**config.mk**
```make
export PLATFORM = sky130hd
export DESIGN_NAME = usc_usart_ctrl
export DESIGN_NICKNAME = d
export VERILOG_FILES = /design/src/usc_pkg.sv /design/src/usc_usart_ctrl.sv
export VERILOG_INCLUDE_DIRS = /design/src
export SDC_FILE = /design/constraint.sdc
export NUM_CORES = 1
export LEC_CHECK = 0
export BUFFER_PORTS_ARGS = -buffer_cell sky130_fd_sc_hd__buf_4
export CAP_MARGIN = 20
export CELL_PAD_IN_SITES_DETAIL_PLACEMENT = 0
export CELL_PAD_IN_SITES_GLOBAL_PLACEMENT = 1
export CORE_MARGIN = 5
export CORE_UTILIZATION = 44
export CTS_BUF_LIST = sky130_fd_sc_hd__clkbuf_8
export DETAILED_ROUTE_END_ITERATION = 8
export MAX_ROUTING_LAYER = met4
export PLACE_DENSITY = 0.87
export SYNTH_ARGS = -nofsm -noshare
export SYNTH_HDL_FRONTEND = slang
export SYNTH_SLANG_ARGS = --single-unit
```
**constraint.sdc**
```tcl
create_clock -name aclk -period 3.18 [get_ports aclk]
set_input_delay 0.318 -clock aclk [delete_from_list [all_inputs] [get_ports aclk]]
set_output_delay 0.318 -clock aclk [all_outputs]
set_load 0.1 [all_outputs]
```
**src/usc_defines.svh**
```systemverilog
// Register indices, field positions, reset values and timing counts of the USART control block
`ifndef USC_DEFINES_SVH
`define USC_DEFINES_SVH

`define USC_IDX_TX_RX_DATA 10'h0b8
`define USC_IDX_BAUD_DIV 10'h0b9
`define USC_IDX_UART_CTRL_STATUS 10'h0ba
`define USC_IDX_RX_CTRL_STATUS 10'h0bb
`define USC_IDX_IRQ_CLOCK_CTRL 10'h0bc

`define USC_PARITY_ENABLE 7
`define USC_PARITY_SEL_HI 6
`define USC_TX_NINTH_BIT 5
`define USC_FRAME_LEN_HI 4
`define USC_FRAME_LEN_LO 3
`define USC_ERROR_SUMMARY 2
`define USC_RX_FULL 1
`define USC_TX_EMPTY 0

`define USC_OVERRUN 7
`define USC_FRAMING 6
`define USC_PARITY_FAULT 5
`define USC_LINE_BREAK 4
`define USC_RX_NINTH 3
`define USC_ADDR_WAIT 2
`define USC_TX_ACTIVE 1
`define USC_RX_FAULT_HOLD 0

`define USC_TWO_STOP 7
`define USC_FORCE_BREAK 6
`define USC_TX_PIN_EN 5
`define USC_SYNC_MODE 4
`define USC_RX_EXT_CLK 3
`define USC_TX_EXT_CLK 2
`define USC_RX_IRQ_EN 1
`define USC_TX_IRQ_EN 0

`define USC_CTRL_RST 8'h00
`define USC_TX_EMPTY_RST 1'b1
`define USC_DIV_RST 11'h000
`define USC_SUB_LAST 4'hf
`define USC_START_CHECK 4'h7
// Loaded at the start check so that the next vote ends on the sixteenth tick
`define USC_CENTRE 4'ha
`define USC_VOTE_FIRST 4'h7
`define USC_VOTE_LAST 4'h9
`define USC_RESP_OKAY 2'b00
`define USC_RESP_DECERR 2'b11

`endif

```
**src/usc_pkg.sv**
```systemverilog
// Types of the USART control block: bus and pin carriers, states, register state
package usc_pkg;

  typedef struct packed {
    logic awvalid;
    logic [11:0] awaddr;
    logic wvalid;
    logic [31:0] wdata;
    logic [3:0] wstrb;
    logic bready;
    logic arvalid;
    logic [11:0] araddr;
    logic rready;
  } usc_axi_req_t;

  typedef struct packed {
    logic awready;
    logic wready;
    logic bvalid;
    logic [1:0] bresp;
    logic arready;
    logic rvalid;
    logic [31:0] rdata;
    logic [1:0] rresp;
  } usc_axi_rsp_t;

  typedef struct packed {
    logic serial_in_pin;
    logic shift_clock_in;
    logic tx_port_is_output;
    logic clock_port_is_output;
  } usc_pins_in_t;

  typedef struct packed {
    logic serial_out_pin;
    logic serial_out_oe_n;
    logic shift_clock_out;
    logic shift_clock_oe_n;
    logic rx_irq;
    logic tx_irq;
  } usc_pins_out_t;

  typedef enum logic [2:0] {USC_TX_IDLE, USC_TX_START, USC_TX_DATA, USC_TX_PAR, USC_TX_STOP}
    usc_tx_st_t;
  typedef enum logic [2:0] {USC_RX_IDLE, USC_RX_START, USC_RX_DATA, USC_RX_PAR, USC_RX_STOP}
    usc_rx_st_t;

  typedef struct packed {
    logic [7:0] uart_ctrl;
    logic [7:0] irq_clock_ctrl;
    logic [7:0] tx_holding;
    logic [7:0] rx_holding;
    logic [10:0] divisor;
    logic rx_full;
    logic tx_empty;
    logic overrun;
    logic framing;
    logic parity_fault;
    logic line_break;
    logic rx_ninth;
    logic addr_wait;
    logic tx_active;
    logic rx_fault_hold;
    logic [10:0] div_cnt;
    logic bclk;
    logic ckx_prev;
    usc_tx_st_t tx_st;
    logic [8:0] tx_shifter;
    logic [3:0] tx_cnt;
    logic [3:0] tx_sub;
    logic tx_par;
    logic tx_line;
    logic tx_stop2nd;
    logic txd;
    usc_rx_st_t rx_st;
    logic [8:0] rx_shifter;
    logic [3:0] rx_cnt;
    logic [3:0] rx_sub;
    logic [1:0] rx_votes;
    logic rx_par;
    logic rx_perr;
    logic rx_zero;
    logic aw_got;
    logic [11:0] awaddr;
    logic w_got;
    logic [15:0] wdata;
    logic [1:0] wstrb;
    logic bvalid;
    logic [1:0] bresp;
    logic rvalid;
    logic [31:0] rdata;
    logic [1:0] rresp;
  } usc_state_t;

endpackage : usc_pkg

```
**src/usc_usart_ctrl.sv**
```systemverilog
// USART control, status, framing and pin logic behind an AXI4-Lite register slave
//
// The AXI4-Lite slave port was decided locally.
`timescale 1ns/100ps
`include "usc_defines.svh"

// Function
// - Parity only when enabled, 7/8-bit frames
// - Parity kind: odd, even, mark, space
// - Shared bit: ninth bit or parity select
// - Frame length bits give 8, 7, 9
// - Both length bits: loopback, nine-bit framing
// - Summary error bit, read-only, reset clear
// - Receive full set on load, read clears
// - Transmit empty set on load, write clears
// - Sticky error flags cleared by status read
// - Line break flag held until status read
// - Received ninth bit stored read-only
// - Attention mode cleared on ninth bit
// - Transmitting flag drops after last stop
// - Fault hold until receive line high
// - Stop select: one or two stops
// - Break control holds transmit pin low
// - Transmit pin needs enable and output
// - Mode select: async or sync
// - Receiver clock internal or clock pin
// - Transmitter clock internal or clock pin
// - Separate receive and transmit interrupt enables
// - Clock pin outputs internal baud clock
// - Async sixteen ticks per bit, sync one
// - Async start confirmed mid-bit, three-sample vote
// - Interrupts pending while flag and enable
// - Receiver needs only one stop bit
module usc_usart_ctrl
  import usc_pkg::*;
(
  input wire logic aclk,
  input wire logic aresetn,
  input wire usc_axi_req_t axi_req,
  output usc_axi_rsp_t axi_rsp,
  input wire usc_pins_in_t pins_in,
  output usc_pins_out_t pins_out
);

  usc_state_t s_r;
  usc_state_t s_nxt;

  logic nine;
  logic loopback;
  logic par_on;
  logic sync_mode;
  logic [3:0] ndata;
  logic par_seed;
  logic div_wrap;
  logic int_rise;
  logic int_fall;
  logic ext_rise;
  logic ext_fall;
  logic tx_tick;
  logic rx_tick;
  logic tx_bit_end;
  logic tx_load;
  logic tx_par_bit;
  logic rx_in;
  logic rx_dec;
  logic rx_bit;
  logic [1:0] vote_sum;
  logic [7:0] rx_data;
  logic rx_data_ninth;
  logic aw_hs;
  logic w_hs;
  logic ar_hs;
  logic [9:0] rd_idx;
  logic [9:0] wr_idx;
  logic data_read;
  logic status_read;
  logic data_write;

  always_comb begin
    s_nxt = s_r;
    nine = s_r.uart_ctrl[`USC_FRAME_LEN_HI];
    loopback = s_r.uart_ctrl[`USC_FRAME_LEN_HI] & s_r.uart_ctrl[`USC_FRAME_LEN_LO];
    ndata = nine ? 4'd9 : (s_r.uart_ctrl[`USC_FRAME_LEN_LO] ? 4'd7 : 4'd8);
    par_on = s_r.uart_ctrl[`USC_PARITY_ENABLE] & ~nine;
    // Odd parity starts the running xor at one, even at zero
    par_seed = ~s_r.uart_ctrl[`USC_TX_NINTH_BIT];
    sync_mode = s_r.irq_clock_ctrl[`USC_SYNC_MODE];

    // Baud clock: square wave toggling every divisor+1 cycles
    div_wrap = (s_r.div_cnt == s_r.divisor);
    s_nxt.div_cnt = div_wrap ? 11'h000 : s_r.div_cnt + 11'h001;
    s_nxt.bclk = div_wrap ? ~s_r.bclk : s_r.bclk;
    int_rise = div_wrap & ~s_r.bclk;
    int_fall = div_wrap & s_r.bclk;
    s_nxt.ckx_prev = pins_in.shift_clock_in;
    ext_rise = pins_in.shift_clock_in & ~s_r.ckx_prev;
    ext_fall = ~pins_in.shift_clock_in & s_r.ckx_prev;
    // Sync mode: send on rising edge, sample on falling edge
    tx_tick = s_r.irq_clock_ctrl[`USC_TX_EXT_CLK] ? ext_rise : int_rise;
    if (s_r.irq_clock_ctrl[`USC_RX_EXT_CLK]) begin
      rx_tick = sync_mode ? ext_fall : ext_rise;
    end else begin
      rx_tick = sync_mode ? int_fall : int_rise;
    end

    // Bus handshakes
    aw_hs = axi_req.awvalid & ~s_r.aw_got & ~s_r.bvalid;
    w_hs = axi_req.wvalid & ~s_r.w_got & ~s_r.bvalid;
    ar_hs = axi_req.arvalid & ~s_r.rvalid;
    rd_idx = axi_req.araddr[11:2];
    wr_idx = s_r.awaddr[11:2];
    data_read = ar_hs & (rd_idx == `USC_IDX_TX_RX_DATA);
    status_read = ar_hs & (rd_idx == `USC_IDX_RX_CTRL_STATUS);
    data_write = s_r.aw_got & s_r.w_got & s_r.wstrb[0] & (wr_idx == `USC_IDX_TX_RX_DATA);

    if (aw_hs) begin
      s_nxt.aw_got = 1'b1;
      s_nxt.awaddr = axi_req.awaddr;
    end
    if (w_hs) begin
      s_nxt.w_got = 1'b1;
      s_nxt.wdata = axi_req.wdata[15:0];
      s_nxt.wstrb = axi_req.wstrb[1:0];
    end
    if (s_r.bvalid & axi_req.bready) begin
      s_nxt.bvalid = 1'b0;
    end
    if (s_r.aw_got & s_r.w_got) begin
      s_nxt.aw_got = 1'b0;
      s_nxt.w_got = 1'b0;
      s_nxt.bvalid = 1'b1;
      s_nxt.bresp = `USC_RESP_OKAY;
      case (wr_idx)
        `USC_IDX_UART_CTRL_STATUS: begin
          // Status bits 2:0 are hardware owned
          if (s_r.wstrb[0]) begin
            s_nxt.uart_ctrl = {s_r.wdata[7:3], 3'b000};
          end
        end
        `USC_IDX_RX_CTRL_STATUS: begin
          if (s_r.wstrb[0]) begin
            s_nxt.addr_wait = s_r.wdata[`USC_ADDR_WAIT];
          end
        end
        `USC_IDX_IRQ_CLOCK_CTRL: begin
          if (s_r.wstrb[0]) begin
            s_nxt.irq_clock_ctrl = s_r.wdata[7:0];
          end
        end
        `USC_IDX_TX_RX_DATA: begin
          if (s_r.wstrb[0]) begin
            s_nxt.tx_holding = s_r.wdata[7:0];
          end
        end
        `USC_IDX_BAUD_DIV: begin
          if (s_r.wstrb[0]) begin
            s_nxt.divisor[7:0] = s_r.wdata[7:0];
          end
          if (s_r.wstrb[1]) begin
            s_nxt.divisor[10:8] = s_r.wdata[10:8];
          end
        end
        default: begin
          s_nxt.bresp = `USC_RESP_DECERR;
        end
      endcase
    end

    if (s_r.rvalid & axi_req.rready) begin
      s_nxt.rvalid = 1'b0;
    end
    if (ar_hs) begin
      s_nxt.rvalid = 1'b1;
      s_nxt.rresp = `USC_RESP_OKAY;
      s_nxt.rdata = 32'h0000_0000;
      case (rd_idx)
        `USC_IDX_UART_CTRL_STATUS: begin
          s_nxt.rdata[7:3] = s_r.uart_ctrl[7:3];
          s_nxt.rdata[`USC_ERROR_SUMMARY] = s_r.overrun | s_r.framing | s_r.parity_fault |
                                            s_r.line_break;
          s_nxt.rdata[`USC_RX_FULL] = s_r.rx_full;
          s_nxt.rdata[`USC_TX_EMPTY] = s_r.tx_empty;
        end
        `USC_IDX_RX_CTRL_STATUS: begin
          s_nxt.rdata[7:0] = {s_r.overrun, s_r.framing, s_r.parity_fault, s_r.line_break,
                              s_r.rx_ninth, s_r.addr_wait, s_r.tx_active, s_r.rx_fault_hold};
        end
        `USC_IDX_IRQ_CLOCK_CTRL: begin
          s_nxt.rdata[7:0] = s_r.irq_clock_ctrl;
        end
        `USC_IDX_TX_RX_DATA: begin
          s_nxt.rdata[7:0] = s_r.rx_holding;
        end
        `USC_IDX_BAUD_DIV: begin
          s_nxt.rdata[10:0] = s_r.divisor;
        end
        default: begin
          s_nxt.rresp = `USC_RESP_DECERR;
        end
      endcase
    end
    // Read clears come first so that a same-cycle hardware set wins
    if (data_read) begin
      s_nxt.rx_full = 1'b0;
    end
    if (status_read) begin
      s_nxt.overrun = 1'b0;
      s_nxt.framing = 1'b0;
      s_nxt.parity_fault = 1'b0;
      s_nxt.line_break = 1'b0;
    end

    // Transmitter
    tx_bit_end = tx_tick & (sync_mode | (s_r.tx_sub == `USC_SUB_LAST));
    tx_load = 1'b0;
    if (tx_tick & ~sync_mode & (s_r.tx_st != USC_TX_IDLE)) begin
      s_nxt.tx_sub = s_r.tx_sub + 4'h1;
    end
    if (s_r.uart_ctrl[`USC_PARITY_SEL_HI]) begin
      tx_par_bit = ~s_r.uart_ctrl[`USC_TX_NINTH_BIT];
    end else begin
      tx_par_bit = s_r.tx_par;
    end
    case (s_r.tx_st)
      USC_TX_IDLE: begin
        s_nxt.tx_line = 1'b1;
        tx_load = tx_tick & ~s_r.tx_empty;
      end
      USC_TX_START: begin
        if (tx_bit_end) begin
          s_nxt.tx_st = USC_TX_DATA;
          s_nxt.tx_line = s_r.tx_shifter[0];
          s_nxt.tx_par = s_r.tx_par ^ s_r.tx_shifter[0];
          s_nxt.tx_shifter = {1'b0, s_r.tx_shifter[8:1]};
          s_nxt.tx_cnt = 4'h0;
        end
      end
      USC_TX_DATA: begin
        if (tx_bit_end) begin
          if (s_r.tx_cnt == ndata - 4'd1) begin
            s_nxt.tx_st = par_on ? USC_TX_PAR : USC_TX_STOP;
            s_nxt.tx_line = par_on ? tx_par_bit : 1'b1;
            s_nxt.tx_stop2nd = 1'b0;
          end else begin
            s_nxt.tx_line = s_r.tx_shifter[0];
            s_nxt.tx_par = s_r.tx_par ^ s_r.tx_shifter[0];
            s_nxt.tx_shifter = {1'b0, s_r.tx_shifter[8:1]};
            s_nxt.tx_cnt = s_r.tx_cnt + 4'h1;
          end
        end
      end
      USC_TX_PAR: begin
        if (tx_bit_end) begin
          s_nxt.tx_st = USC_TX_STOP;
          s_nxt.tx_line = 1'b1;
          s_nxt.tx_stop2nd = 1'b0;
        end
      end
      USC_TX_STOP: begin
        if (tx_bit_end) begin
          if (s_r.irq_clock_ctrl[`USC_TWO_STOP] & ~s_r.tx_stop2nd) begin
            s_nxt.tx_stop2nd = 1'b1;
          end else if (~s_r.tx_empty) begin
            tx_load = 1'b1;
          end else begin
            s_nxt.tx_st = USC_TX_IDLE;
            s_nxt.tx_active = 1'b0;
          end
        end
      end
      default: begin
        s_nxt.tx_st = USC_TX_IDLE;
      end
    endcase
    if (tx_load) begin
      s_nxt.tx_shifter = {s_r.uart_ctrl[`USC_TX_NINTH_BIT], s_r.tx_holding};
      s_nxt.tx_empty = 1'b1;
      s_nxt.tx_active = 1'b1;
      s_nxt.tx_st = USC_TX_START;
      s_nxt.tx_line = 1'b0;
      s_nxt.tx_sub = 4'h0;
      s_nxt.tx_par = par_seed;
    end
    // A holding write in the load cycle must keep the new byte pending
    if (data_write) begin
      s_nxt.tx_empty = 1'b0;
    end
    s_nxt.txd = s_r.irq_clock_ctrl[`USC_FORCE_BREAK] ? 1'b0 : s_nxt.tx_line;

    // Receiver
    rx_in = loopback ? s_r.txd : pins_in.serial_in_pin;
    vote_sum = s_r.rx_votes + {1'b0, rx_in};
    rx_dec = rx_tick & (sync_mode | (s_r.rx_sub == `USC_VOTE_LAST));
    rx_bit = sync_mode ? rx_in : vote_sum[1];
    if (nine) begin
      rx_data = s_r.rx_shifter[7:0];
    end else if (s_r.uart_ctrl[`USC_FRAME_LEN_LO]) begin
      rx_data = {1'b0, s_r.rx_shifter[8:2]};
    end else begin
      rx_data = s_r.rx_shifter[8:1];
    end
    rx_data_ninth = s_r.rx_shifter[8];
    if (rx_tick & ~sync_mode & (s_r.rx_st != USC_RX_IDLE)) begin
      s_nxt.rx_sub = s_r.rx_sub + 4'h1;
      if ((s_r.rx_sub >= `USC_VOTE_FIRST) & (s_r.rx_sub < `USC_VOTE_LAST)) begin
        s_nxt.rx_votes = vote_sum;
      end else begin
        s_nxt.rx_votes = 2'b00;
      end
    end
    case (s_r.rx_st)
      USC_RX_IDLE: begin
        if (rx_tick & ~rx_in) begin
          s_nxt.rx_st = sync_mode ? USC_RX_DATA : USC_RX_START;
          s_nxt.rx_sub = 4'h0;
          s_nxt.rx_cnt = 4'h0;
          s_nxt.rx_par = par_seed;
          s_nxt.rx_zero = 1'b1;
        end
      end
      USC_RX_START: begin
        // Recheck half a bit after the falling edge
        if (rx_tick & (s_r.rx_sub == `USC_START_CHECK)) begin
          s_nxt.rx_st = rx_in ? USC_RX_IDLE : USC_RX_DATA;
          s_nxt.rx_sub = `USC_CENTRE;
          s_nxt.rx_votes = 2'b00;
        end
      end
      USC_RX_DATA: begin
        if (rx_dec) begin
          s_nxt.rx_shifter = {rx_bit, s_r.rx_shifter[8:1]};
          s_nxt.rx_par = s_r.rx_par ^ rx_bit;
          s_nxt.rx_zero = s_r.rx_zero & ~rx_bit;
          if (s_r.rx_cnt == ndata - 4'd1) begin
            s_nxt.rx_st = par_on ? USC_RX_PAR : USC_RX_STOP;
            s_nxt.rx_perr = 1'b0;
          end else begin
            s_nxt.rx_cnt = s_r.rx_cnt + 4'h1;
          end
        end
      end
      USC_RX_PAR: begin
        if (rx_dec) begin
          s_nxt.rx_st = USC_RX_STOP;
          s_nxt.rx_zero = s_r.rx_zero & ~rx_bit;
          if (s_r.uart_ctrl[`USC_PARITY_SEL_HI]) begin
            s_nxt.rx_perr = rx_bit ^ ~s_r.uart_ctrl[`USC_TX_NINTH_BIT];
          end else begin
            s_nxt.rx_perr = s_r.rx_par ^ rx_bit;
          end
        end
      end
      USC_RX_STOP: begin
        // Only one stop bit is checked whatever the transmit setting
        if (rx_dec) begin
          s_nxt.rx_st = USC_RX_IDLE;
          if (~rx_bit & s_r.rx_zero) begin
            s_nxt.line_break = 1'b1;
            s_nxt.rx_fault_hold = 1'b1;
          end else if (~(s_r.addr_wait & nine & ~rx_data_ninth)) begin
            // Attention mode drops characters whose ninth bit is clear
            if (~rx_bit) begin
              s_nxt.framing = 1'b1;
              s_nxt.rx_fault_hold = 1'b1;
            end
            if (s_r.rx_perr & par_on) begin
              s_nxt.parity_fault = 1'b1;
            end
            if (s_r.rx_full & ~data_read) begin
              s_nxt.overrun = 1'b1;
            end else begin
              s_nxt.rx_holding = rx_data;
              s_nxt.rx_full = 1'b1;
              if (nine) begin
                s_nxt.rx_ninth = rx_data_ninth;
              end
            end
            if (nine & rx_data_ninth) begin
              s_nxt.addr_wait = 1'b0;
            end
          end
        end
      end
      default: begin
        s_nxt.rx_st = USC_RX_IDLE;
      end
    endcase
    if (rx_in & ~(s_nxt.rx_fault_hold & ~s_r.rx_fault_hold)) begin
      s_nxt.rx_fault_hold = 1'b0;
    end
  end

  always_ff @(posedge aclk) begin
    if (!aresetn) begin
      s_r <= '0;
      s_r.uart_ctrl <= `USC_CTRL_RST;
      s_r.irq_clock_ctrl <= `USC_CTRL_RST;
      s_r.divisor <= `USC_DIV_RST;
      s_r.tx_empty <= `USC_TX_EMPTY_RST;
      s_r.tx_st <= USC_TX_IDLE;
      s_r.rx_st <= USC_RX_IDLE;
      s_r.tx_line <= 1'b1;
      s_r.txd <= 1'b1;
    end else begin
      s_r <= s_nxt;
    end
  end

  always_comb begin
    axi_rsp.awready = ~s_r.aw_got & ~s_r.bvalid;
    axi_rsp.wready = ~s_r.w_got & ~s_r.bvalid;
    axi_rsp.bvalid = s_r.bvalid;
    axi_rsp.bresp = s_r.bresp;
    axi_rsp.arready = ~s_r.rvalid;
    axi_rsp.rvalid = s_r.rvalid;
    axi_rsp.rdata = s_r.rdata;
    axi_rsp.rresp = s_r.rresp;
    pins_out.serial_out_pin = s_r.txd;
    pins_out.serial_out_oe_n = ~(s_r.irq_clock_ctrl[`USC_TX_PIN_EN] &
                                 pins_in.tx_port_is_output);
    pins_out.shift_clock_out = s_r.bclk;
    pins_out.shift_clock_oe_n = ~pins_in.clock_port_is_output;
    pins_out.rx_irq = s_r.rx_full & s_r.irq_clock_ctrl[`USC_RX_IRQ_EN];
    pins_out.tx_irq = s_r.tx_empty & s_r.irq_clock_ctrl[`USC_TX_IRQ_EN];
  end

endmodule : usc_usart_ctrl

```
Word-level counts from Yosys, hierarchy flattened
Index checks and enable logic that the tools add are counted.
- eq/ne operators: 50
- multiplexer cells: 110
- $add $sub $neg: 7
- magnitude comparators: 2
- bitwise operators: 75
- reduce and logical (&&, ||, !) cells: 41
- operators by type and width (operator ; number):
    $eq 10x8->1 const B ; 10
    $mux 1 ; 51
    $mux 3 ; 17
    $mux 16 ; 3
    $and 1x1->1 ; 42
    $pmux 8 s5 ; 1
    $ne 2x2->1 const B ; 18
    $mux 35 ; 1
    $pmux 3 s5 ; 2
    $pmux 13 s2 ; 1
    $not 1->1 ; 25
    $mux 2 ; 12
    $mux 6 ; 4
    $mux 8 ; 3
    $ne 3x3->1 const B ; 8
    $reduce_and 4->1 ; 6
    $reduce_and 3->1 ; 6
    $reduce_and 6->1 ; 3
    $reduce_bool 2->1 ; 9
    $add 4x1->4 const B ; 4
    $mux 4 ; 4
    $pmux 4 s2 ; 2
    $reduce_and 8->1 ; 2
    $reduce_bool 3->1 ; 5
    24 further kinds ; 46
- output and inout bits: 47
- register bits after elaboration: 156
- word-level logic and storage cells: 331
- bits of input ports: 71

Logic depth before layout (Yosys ltp)
Gate-level depths: netlist of run 1.
- word-level depth: 13
- gate-level depth with buffers: 12
- gate-level depth less buffers: 11

Worst setup path after synthesis of run 1
No wires, ideal clock.
- path type: register to register
- start point: reg s_r[180] (netlist name)
- end point: reg s_r[135] (netlist name)
- required time: 3.064 ns
- buffers on the path: 0
- clock period less this slack: 2.500 ns
- setup time: 0.116 ns
- path slack: 0.680 ns
- arrival time: 2.383 ns
- stages on the path, launching flop included: 12
- cells stage by stage: dfxtp_1 > nand2_1 > mux2i_1 > inv_1 > ha_1 > xor2_1 > nor2_1 > a21o_1 > and2_1 > nor4b_4 > a21oi_1 > a41o_1
- cells in the longest elaborated chain, start to end: 8
- ends and longest elaborated chain (what ; RTL line ; source):
    start, declared ; usc_usart_ctrl.sv:45 ; usc_state_t s_r;
    start signal, assigned ; usc_usart_ctrl.sv:405 ; s_r <= s_nxt;
    $and 1x1->1 * ; usc_usart_ctrl.sv:82 ; loopback = s_r.uart_ctrl[`USC_FRAME_LEN_HI] & s_r.uart_ctrl[`USC_FRAME_LEN_LO];
    $mux 1 * ; usc_usart_ctrl.sv:291 ; rx_in = loopback ? s_r.txd : pins_in.serial_in_pin;
    $add 2x1->2 ; usc_usart_ctrl.sv:292 ; vote_sum = s_r.rx_votes + {1'b0, rx_in};
    $mux 1 * ; usc_usart_ctrl.sv:294 ; rx_bit = sync_mode ? rx_in : vote_sum[1];
    $not 1->1 * ; -- ;
    $and 1x1->1 * ; usc_usart_ctrl.sv:357 ; if (~rx_bit & s_r.rx_zero) begin
    $not 1->1 (no source line) * ; -- ;
    $reduce_and 6->1 (no source line) * ; -- ;
Every way passes the cells marked *; elsewhere a longest branch is shown, timed or not.
A chain may end at the register's enable or synchronous reset.

Worst setup path in the final report of run 1
- start point: reg s_r, in the netlist nine
- end point: reg s_r[135] (netlist name)
- cells in the longest elaborated chain, start to end: 8
- elaborated cells on any way between the ends: 11
- classes of those cells: 1 x add/sub; 2 x mux; 7 x bitwise; 1 x reduce/logical
- ends and longest elaborated chain (what ; RTL line):
    $and 1x1->1 ; usc_usart_ctrl.sv:82
    $mux 1 ; usc_usart_ctrl.sv:291
    $add 2x1->2 ; usc_usart_ctrl.sv:292
    $mux 1 ; usc_usart_ctrl.sv:294
    $not 1->1 ; --
    $and 1x1->1 ; usc_usart_ctrl.sv:357
    $not 1->1 (no source line) ; --
    $reduce_and 6->1 (no source line) * ; --
Marks and branches as above.

==> results.cfg, run 1 <==
[outcome]
status = finished, final reports clean

[sta]
fmax_mhz = 374
fin_skew_ns = 0.00988
post-route-period-util_pct = 84.1
rsz0062_at_grt = false
final_hold_viol_count = 0
tightest_slew_ns = 0.652
maxSlewHeadroom_pct = 56.5
fin_crit_ns = 2.67
final.setup.tns_ns = 0
slew_viol_final = 0
worst_slack_ns = 0.506
setup_viol = 0

[worst_setup_path]
cp_num_buf_inv = 2
start_kind = register
cp-end-kind = register
crit_arrival_ns = 3.02
critical_path.cell_chain = nand2_1 > mux2i_1 > inv_1 > ha_1 > xor2_1 > nor2_1 > a21o_1 > and2_1 > nor4b_4 > buf_4 > a21oi_1 > a41o_1
worstSetupPathType = register to register
cp-startpoint = nine
critical_path.top_delay_family = simple AND/OR/NAND/NOR gates
path_depth = 12
cpMaxStageDelayCell = mux2i_1
regToRegEndpoint = s_r[135]
slowest_delay_ns = 0.38
cp_max_fo = 18
r2r_start = nine
required_ns = 3.53
reg2reg_setup_slack_ns = 0.51
reg2regPathDepth = 12

[routing]
wl_um = 18600
wl_per_cell_um = 15.5
viasPerCell = 5.40
drc = 0
first_iter_violations = 461
ant_nets = 0
vias = 6463
drt_first_pass_iters = 4

[cts]
cts_buffers = 17
tritoncts = yes
cts_num_sinks = 152
clock_latency_ns = 0.45
clk_pin_slew_worst_paths_ns = 0.09
h-tree-depth = 4
cts_resized = 0
post_cts_buffers = 0
clockRootBuffer = clkbuf_8
cts_hold_buf = 0
clockBufferDepth = 2

[placement]
dp_cells = 1164
place_ws_ns = 0.553
place_congestion = 0.906
hpwl_um = 13600
io_buffers = 69

[floorplanning]
start_util_pct = 45.1
rows = 47
core_area_um2 = 16700
die_area_um2 = 19900
die_width_um = 141
ios = 118
die_h_um = 141

[power_and_ir_drop]
power.density_nw_per_um2 = 479
p_switching_uw = 1260
irDropWorstVdd_mv = 0.266
pwr-share-clk_pct = 35.0
p_sw_share_pct = 31.1
p_seq_share_pct = 49.9
leakage_uw = 0.00353
combPwrFrac_pct = 15.1
internal_power_uw = 2780

[yosys]
ys_seq_elements = 152
synth_ff_type = dfxtp_1
synth_commonest_cells = 152 x dfxtp_1, 141 x nand2_1, 98 x nor2_1, 70 x a21oi_1, 62 x mux2i_1
synth_top_cell_area_share_pct = 40.4
yosysSeqAreaShare_pct = 40.4
synthMostInstantiatedCell = dfxtp_1
synth-async-reset-ratio_pct = 0
synth_area_um2 = 7540
ys_warn_count = 0
syn-instance-count = 925
synthTopCellsByArea = dfxtp_1 40%, mux2i_1 8.2%, nand2_1 7.0%
synth_cell_types = 69
syn_avg_cell_area_um2 = 8.15
synth_edf_count = 0
synth.largest_area_cell = dfxtp_1

[layout]
nets = 1042
n_fill_cell = 1754
final_cells = 1196
diodes = 0
drive_gt1_share_pct = 13.4
area_growth_pct = 11.8

[global_route]
grt_overflow = 0
antenna_found_initial = 0
track_usage_pct = 19.4
grt_pass1_wl_um = 30600
grt_pass1_vias = 5904
grt_max_degree = 49

[worst_hold_path]
hold_path.startpoint = axi_req[0]
hold_depth = 2
worst_hold_path.endpoint = axi_rsp[34]
hold_class = input pin to register

[flow_run]
maxCapViolations = 0
==> cell type report <==
class	count	area (um2)	share of cell area, %
Multi-Input combinational cell	691	4030	47.8
Sequential cell	152	3040	36.1
Timing Repair Buffer	86	646	7.66
Tap cell	220	275	3.27
Clock buffer	19	262	3.10
Clock inverter	13	120	1.42
Inverter	15	56.3	0.668
==> kinds of logic (layout without fill, tap and decap cells) <==
logic type               after synthesis  count (layout)  synth area share, %
AND/OR/NAND/NOR                      375             375                 23.1
AO/OA/AOI/OAI                        195             195                 16.2
flip-flops                           152             152                 40.4
buffers and inverters                102             133                 7.27
multiplexers                          63              63                 8.38
XOR/XNOR                              29              29                 3.37
adder cells (fa/ha/maj)                8               8                 1.33
other                                  1              21               0.0497
==> sequential cells by signal (all words and copies together) (netlist names) <==
register and count:
rx_data_ninth 1, axi_rsp 15, pins_out 2, s_r 133
nine 1
==> power by group through the flow <==
stage	Sequential [uW]	Combinational, uW	Clock, uW
floorplan	2030	533	0
global placement	2060	606	0
detailed placement	2060	611	0
CTS	2010	611	1450
global route	2030	659	1530
finish	2010	610	1410
==> per-stage QoR <==
stage	util, %	area [um2]	power, uW	hold WS (ns)
floorplan	-	7610	2560	0.417
CTS	50.5	8430	4080	0.00584
global route	50.5	8430	4210	0.0190
global placement	48.2	8050	2660	0.441
finish	50.5	8430	4040	0.0392
detailed placement	48.2	8050	2670	0.446
==> worst max path at each step <==
stage	end	slack, ns
finish	s_r[135]	0.51
global route	s_r[135]	0.33
CTS	s_r[135]	0.51
detailed placement	s_r[135]	0.55
global placement	s_r[135]	0.58
floorplan	s_r[135]	0.68
==> per-layer routing <==
layer  routed length, um  vias up  GRT usage [%]  share of wire, %
met2                7950      183           27.9                43
met4                 388        0           6.27               2.1
met3                1120       27           3.69               6.0
met5                   0        -              -                 0
li1                    -     3268              -                 -
met1                9120     2985           27.6                49
==> worst reg2reg max path: cells and delay by family (launching register included) <==
kind / cells / cell delay (ns)
mux: 1 / 0.38
flops: 1 / 0.32
xor+xnor: 1 / 0.14
simple gates: 4 / 0.56
fa+ha+maj: 1 / 0.24
compound gates: 3 / 0.53
buf+inv: 2 / 0.40
==> placed cells by master, fill, tap and decap left out, types with 9 or more instances in the layout <==
cell type	count
a211oi_1	10
a21o_1	9
a21oi_1	70
and3_1	9
buf_4	86
clkbuf_8	19
conb_1	21
dfxtp_1	152
inv_1	15
mux2i_1	62
nand2_1	141
nand2b_1	9
nand3_1	39
nor2_1	98
nor3_1	20
o21ai_0	43
o22ai_1	10
xor2_1	24
No activity file was read; power rests on OpenSTA's default activity.
==> run 2: changes to the inputs <==
==> constraint.sdc (replaced) <==
create_clock -name aclk -period 2.62 [get_ports aclk]
set_input_delay 0.262 -clock aclk [delete_from_list [all_inputs] [get_ports aclk]]
set_output_delay 0.262 -clock aclk [all_outputs]
set_load 0.1 [all_outputs]
==> run 2 against run 1 <==
  * Combinational power up 30%
  * Fmax grew 11%
  * Clock power grew 17%
  * Routed wire length is 2.2% higher
  * Utilization is 1.0 points higher
  * Sequential share of layout area decreased by 0.73 points
  * Total power rose by 21%
  * Critical path depth is the same
  * Non-clock buffer count up 23
  * Register-to-register slack worse by 0.29 ns
  * Via count is 1.8% higher
  * Design area rose by 2.1%
  * Critical endpoint is now s_r[153]
==> results.cfg, run 2 (synthesized netlist as in run 1, its figures left out) <==
[placement]
place_ws_ns = 0.117
hpwl_um = 14000
io_buffers = 69
place_congestion = 0.860
dp_cells = 1185

[worst_setup_path]
crit_end = s_r[153]
reg2regPathDepth = 12
required_ns = 3.01
cp-startpoint = nine
r2r_start = nine
cp_max_fo = 13
worstSetupPathType = register to register
crit_arrival_ns = 2.80
start_kind = register
cp-end-kind = register
reg2reg_setup_slack_ns = 0.22
regToRegEndpoint = s_r[153]

[global_route]
grt_pass1_wl_um = 30000
track_usage_pct = 19.3
antenna_found_initial = 0
grt_max_degree = 52
grt_overflow = 0
grt_pass1_vias = 5759

[routing]
first_iter_violations = 541
ant_nets = 0
drc = 0
drt_first_pass_iters = 5
wl_um = 19000
wl_per_cell_um = 15.6
vias = 6582
viasPerCell = 5.40

[layout]
drive_gt1_share_pct = 15.5
final_cells = 1218
final_common_cell = dfxtp_1
largest_reg_flops = 133
n_fill_cell = 1609
max_flop_register = s_r
layout_common_cells = 152 x dfxtp_1, 141 x nand2_1, 107 x buf_4
area_growth_pct = 14.1
nets = 1065
diodes = 0

[worst_hold_path]
hold_class = input pin to register

[cts]
clock_latency_ns = 0.47
h-tree-depth = 4
tritoncts = yes
cts_buffers = 17
cts_num_sinks = 152
clockRootBuffer = clkbuf_8
clk_pin_slew_worst_paths_ns = 0.09
clockBufferDepth = 2

[flow_run]
maxCapViolations = 0

[sta]
fmax_mhz = 416
setup_viol = 0
fin_crit_ns = 2.40
maxSlewHeadroom_pct = 58.0
slew_viol_final = 0
post-route-period-util_pct = 91.8
fin_skew_ns = 0.0135
final_hold_viol_count = 0
worst_slack_ns = 0.216
tightest_slew_ns = 0.629

[power_and_ir_drop]
combPwrFrac_pct = 16.2
power.density_nw_per_um2 = 566
irDropWorstVdd_mv = 0.337
finalPower_uw = 4870
leakage_uw = 0.00363
p_seq_share_pct = 49.8
internal_power_uw = 3270
p_switching_uw = 1600
pwr-share-clk_pct = 33.9
p_sw_share_pct = 32.8

[floorplanning]
core_area_um2 = 16700
die_h_um = 141
rows = 47
die_width_um = 141
start_util_pct = 45.1
ios = 118
die_area_um2 = 19900

[outcome]
status = finished, final reports clean
## run 2: cell type report
class | count | area, um2 | area share (%)
Timing Repair Buffer | 109 | 823 | 9.57
Multi-Input combinational cell | 691 | 4060 | 47.2
Clock buffer | 17 | 234 | 2.72
Sequential cell | 152 | 3040 | 35.4
Tap cell | 220 | 275 | 3.20
Inverter | 15 | 56.3 | 0.654
Clock inverter | 14 | 115 | 1.34
## run 2: metrics by stage
step	utilization [%]	hold slack [ns]	TNS (ns)	cell area (um2)
after floorplan	-	0.361	0	7610
after global placement	49.1	0.442	0	8210
after detailed placement	49.1	0.447	0	8210
after CTS	51.3	0.00681	0	8570
after global routing	51.5	0.00782	-0.00402	8600
final	51.5	0.0306	0	8600
## run 2: power groups by stage
stage	registers, uW	clock network (uW)	logic [uW]
4_1_cts	2420	1690	788
3_3_place_gp	2480	0	780
2_1_floorplan	2460	0	647
5_1_grt	2440	1790	846
6_report	2430	1650	790
3_5_place_dp	2480	0	784
## run 2: how the worst min path moves through the flow
| stage | start | end | slack, ns | cells after the start |
|---|---|---|---|---|
| floorplan | axi_req[0] | axi_rsp[34] | 0.36 | 1 |
| global placement | axi_rsp[11] | axi_rsp[11] | 0.44 | 2 |
| detailed placement | axi_rsp[11] | axi_rsp[11] | 0.45 | 2 |
| CTS | axi_req[21] | s_r[42] | 0.007 | 3 |
| global route | axi_req[24] | s_r[45] | 0.008 | 3 |
| finish | axi_req[21] | s_r[42] | 0.03 | 3 |
## run 2: timing repair
item / in CTS / in global routing
hold buffers: 2 / 0
setup endpoints to repair: 0 / 10
endpoints found under the hold margin: 2 / 0
gates resized for setup: 0 / 5
buffers inserted: 0 / 0
## run 2: worst max-delay path, cell delays in order (launching register included)
cell	delay [ns]
dfxtp_1	0.32
nand2_1	0.12
mux2i_4	0.29
inv_1	0.10
ha_1	0.22
xor2_1	0.15
nor2_1	0.08
a21o_1	0.17
and2_1	0.19
nor4b_4	0.28
buf_4	0.23
nand3_1	0.08
o21ai_0	0.10
## run 2: routing by layer
| metal | global-route usage (%) | vias up | share of wire, % |
|---|---|---|---|
| li1 | - | 3301 | - |
| met2 | 26.7 | 202 | 43 |
| met4 | 6.73 | 0 | 1.5 |
| met5 | - | - | 0 |
| met3 | 4.27 | 21 | 6.2 |
| met1 | 27.7 | 3058 | 50 |
==> run 3: changes to the inputs <==
--- a/config.mk
+++ b/config.mk
@@ -11,11 +11,11 @@
 export CELL_PAD_IN_SITES_DETAIL_PLACEMENT = 0
 export CELL_PAD_IN_SITES_GLOBAL_PLACEMENT = 1
 export CORE_MARGIN = 5
-export CORE_UTILIZATION = 44
+export CORE_UTILIZATION = 39
 export CTS_BUF_LIST = sky130_fd_sc_hd__clkbuf_8
 export DETAILED_ROUTE_END_ITERATION = 8
 export MAX_ROUTING_LAYER = met4
-export PLACE_DENSITY = 0.87
+export PLACE_DENSITY = 0.82
 export SYNTH_ARGS = -nofsm -noshare
 export SYNTH_HDL_FRONTEND = slang
 export SYNTH_SLANG_ARGS = --single-unit
==> constraint.sdc (replaced) <==
create_clock -name aclk -period 2.04 [get_ports aclk]
set_input_delay 0.204 -clock aclk [delete_from_list [all_inputs] [get_ports aclk]]
set_output_delay 0.204 -clock aclk [all_outputs]
set_load 0.1 [all_outputs]
==> run 3 against run 2 <==
  * The flow now finishes with violations (setup timing)
  * Critical path depth shrank 3
  * Design area grew 15%
  * Combinational power grew 52%
  * Sequential share of layout area decreased by 4.4 points
  * Via count rose by 6.5%
  * Cell count rose by 10%
  * Register-to-register slack worse by 0.36 ns
  * Routed wire length increased by 11%
  * First-iteration DRC count fell by 4.8%
  * Global-route usage down 0.35 points
  * Critical endpoint is now s_r[98]
  * Fmax is 9.9% higher
  * Utilization rose by 0.66 points
==> results.cfg, run 3 (synthesized netlist as in run 1, its figures left out) <==
[sta]
fin_crit_ns = 2.19
worst_slack_ns = -0.147
final_hold_viol_count = 0
fmax_mhz = 457
whs_ns = 0.0223
fin_skew_ns = 0.0156
slew_viol_final = 0
rsz0062_at_grt = true
post-route-period-util_pct = 107
maxSlewHeadroom_pct = 62.3
setup_viol = 34
tightest_slew_ns = 0.563

[layout]
final_core_util_pct = 52.2
final_common_cell = buf_4
max_flop_register = s_r
n_fill_cell = 1824
design_area_um2 = 9860
layout_common_cells = 156 x buf_4, 147 x dfxtp_1, 135 x nand2_1
largest_reg_flops = 133
drive_gt1_share_pct = 26.6
area_growth_pct = 30.8
diodes = 0
nets = 1151

[routing]
drt_first_pass_iters = 5
drc = 0
ant_nets = 0
viasPerCell = 5.21
first_iter_violations = 515
wl_per_cell_um = 15.7
wl_um = 21100
vias = 7008

[floorplanning]
die_h_um = 149
ios = 118
die_width_um = 149
rows = 50
die_area_um2 = 22200
start_util_pct = 39.9
core_area_um2 = 18900

[cts]
clk_pin_slew_worst_paths_ns = 0.08
clockBufferDepth = 2
h-tree-depth = 4
cts_num_sinks = 152
tritoncts = yes
cts_buffers = 17
clock_latency_ns = 0.45
clockRootBuffer = clkbuf_8

[placement]
dpl-instance-area_um2 = 8760
place_congestion = 0.928
hpwl_um = 15100
place_ws_ns = -0.260
io_buffers = 69

[worst_setup_path]
worstSetupPathType = register to register
required_ns = 2.38
start_kind = register
crit_arrival_ns = 2.53
cp-end-kind = register
cp_max_fo = 3

[global_route]
busiest_layer = met2
grt_use_met2_pct = 29.4
antenna_found_initial = 0
grt_overflow = 0
grtUsageMet3_pct = 3.22
track_usage_pct = 19.0
grt_pass1_vias = 6448
grt_pass1_wl_um = 33100
use_met1_pct = 25.1
grt_max_degree = 49

[power_and_ir_drop]
internal_power_uw = 4800
p_seq_share_pct = 45.6
irDropWorstVdd_mv = 0.473
finalPower_uw = 6830
combPwrFrac_pct = 17.6
p_sw_share_pct = 29.8
pwr-share-clk_pct = 36.8
leakage_uw = 0.00419
power.density_nw_per_um2 = 693
p_switching_uw = 2030

[outcome]
failed_checks = setup timing
status = complete, but fails checks

[flow_run]
maxCapViolations = 0

[worst_hold_path]
hold_class = input pin to register
-- run 3: cell types whose count changed in the layout (fill, tap and decap cells not counted), sizes merged --
cell,change
clkinvlp,-1
inv,-9
buf,+70
dlygate4sd3,+16
clkinv,+6
clkbuf,+1
bufinv,+4
-- run 3: final cells by class --
type	count	area (um2)	area share (%)
Clock buffer	18	248	2.51
Clock inverter	14	181	1.84
Inverter	15	57.6	0.584
Multi-Input combinational cell	691	4370	44.3
Sequential cell	152	3050	30.9
Tap cell	260	325	3.30
Timing Repair Buffer	195	1630	16.5
-- run 3: per-stage QoR --
step,setup TNS [ns],std cells
4_1_cts,-1.06,1336
3_3_place_gp,-3.68,1278
5_1_grt,-6.74,1345
3_5_place_dp,-4.87,1278
6_report,-2.43,1345
2_1_floorplan,-2.41,945
-- run 3: worst paths after layout --
kind,from,to,slack (ns),cells past startpoint
worst max-delay path,s_r[144],s_r[98],-0.15,9
worst min-delay path,axi_req[56],s_r[61],0.02,3
worst max register to register,s_r[144],s_r[98],-0.15,9
worst min register to register,s_r[67],s_r[67],0.46,2
-- run 3: critical path, cell delays in order, from the launching register on --
cell and delay [ns]:
dfxtp_2 0.34, xor2_2 0.17, nor4_2 0.28, buf_4 0.18, nand4_1 0.11, buf_6 0.17
a2111oi_4 0.36, nand2_1 0.12, xnor2_1 0.14, o211a_1 0.20
-- run 3: repair_timing --
action                                  in CTS  in global routing
endpoints found under the hold margin       16                  2
endpoints found under the setup margin      50                 72
gates resized for setup                     29                 58
gates cloned                                 1                  0
pin swaps                                   12                 17
buffers inserted                             9                  8
hold buffers                                16                  2
-- run 3: power groups by stage --
stage                     Sequential [uW]  Combinational [uW]  Clock (uW)
after global routing                 3120                1280        2670
final                                3110                1200        2520
after detailed placement             3180                1090           0
after floorplan                      3160                 837           0
after global placement               3180                1090           0
after CTS                            3110                1150        2550
-- run 3: per-layer routing --
| layer | wire, um | part of all wire, % | vias up |
|---|---|---|---|
| met2 | 9620 | 46 | 214 |
| li1 | - | - | 3475 |
| met4 | 573 | 2.7 | 0 |
| met3 | 1270 | 6.0 | 36 |
| met5 | 0 | 0 | - |
| met1 | 9640 | 46 | 3283 |
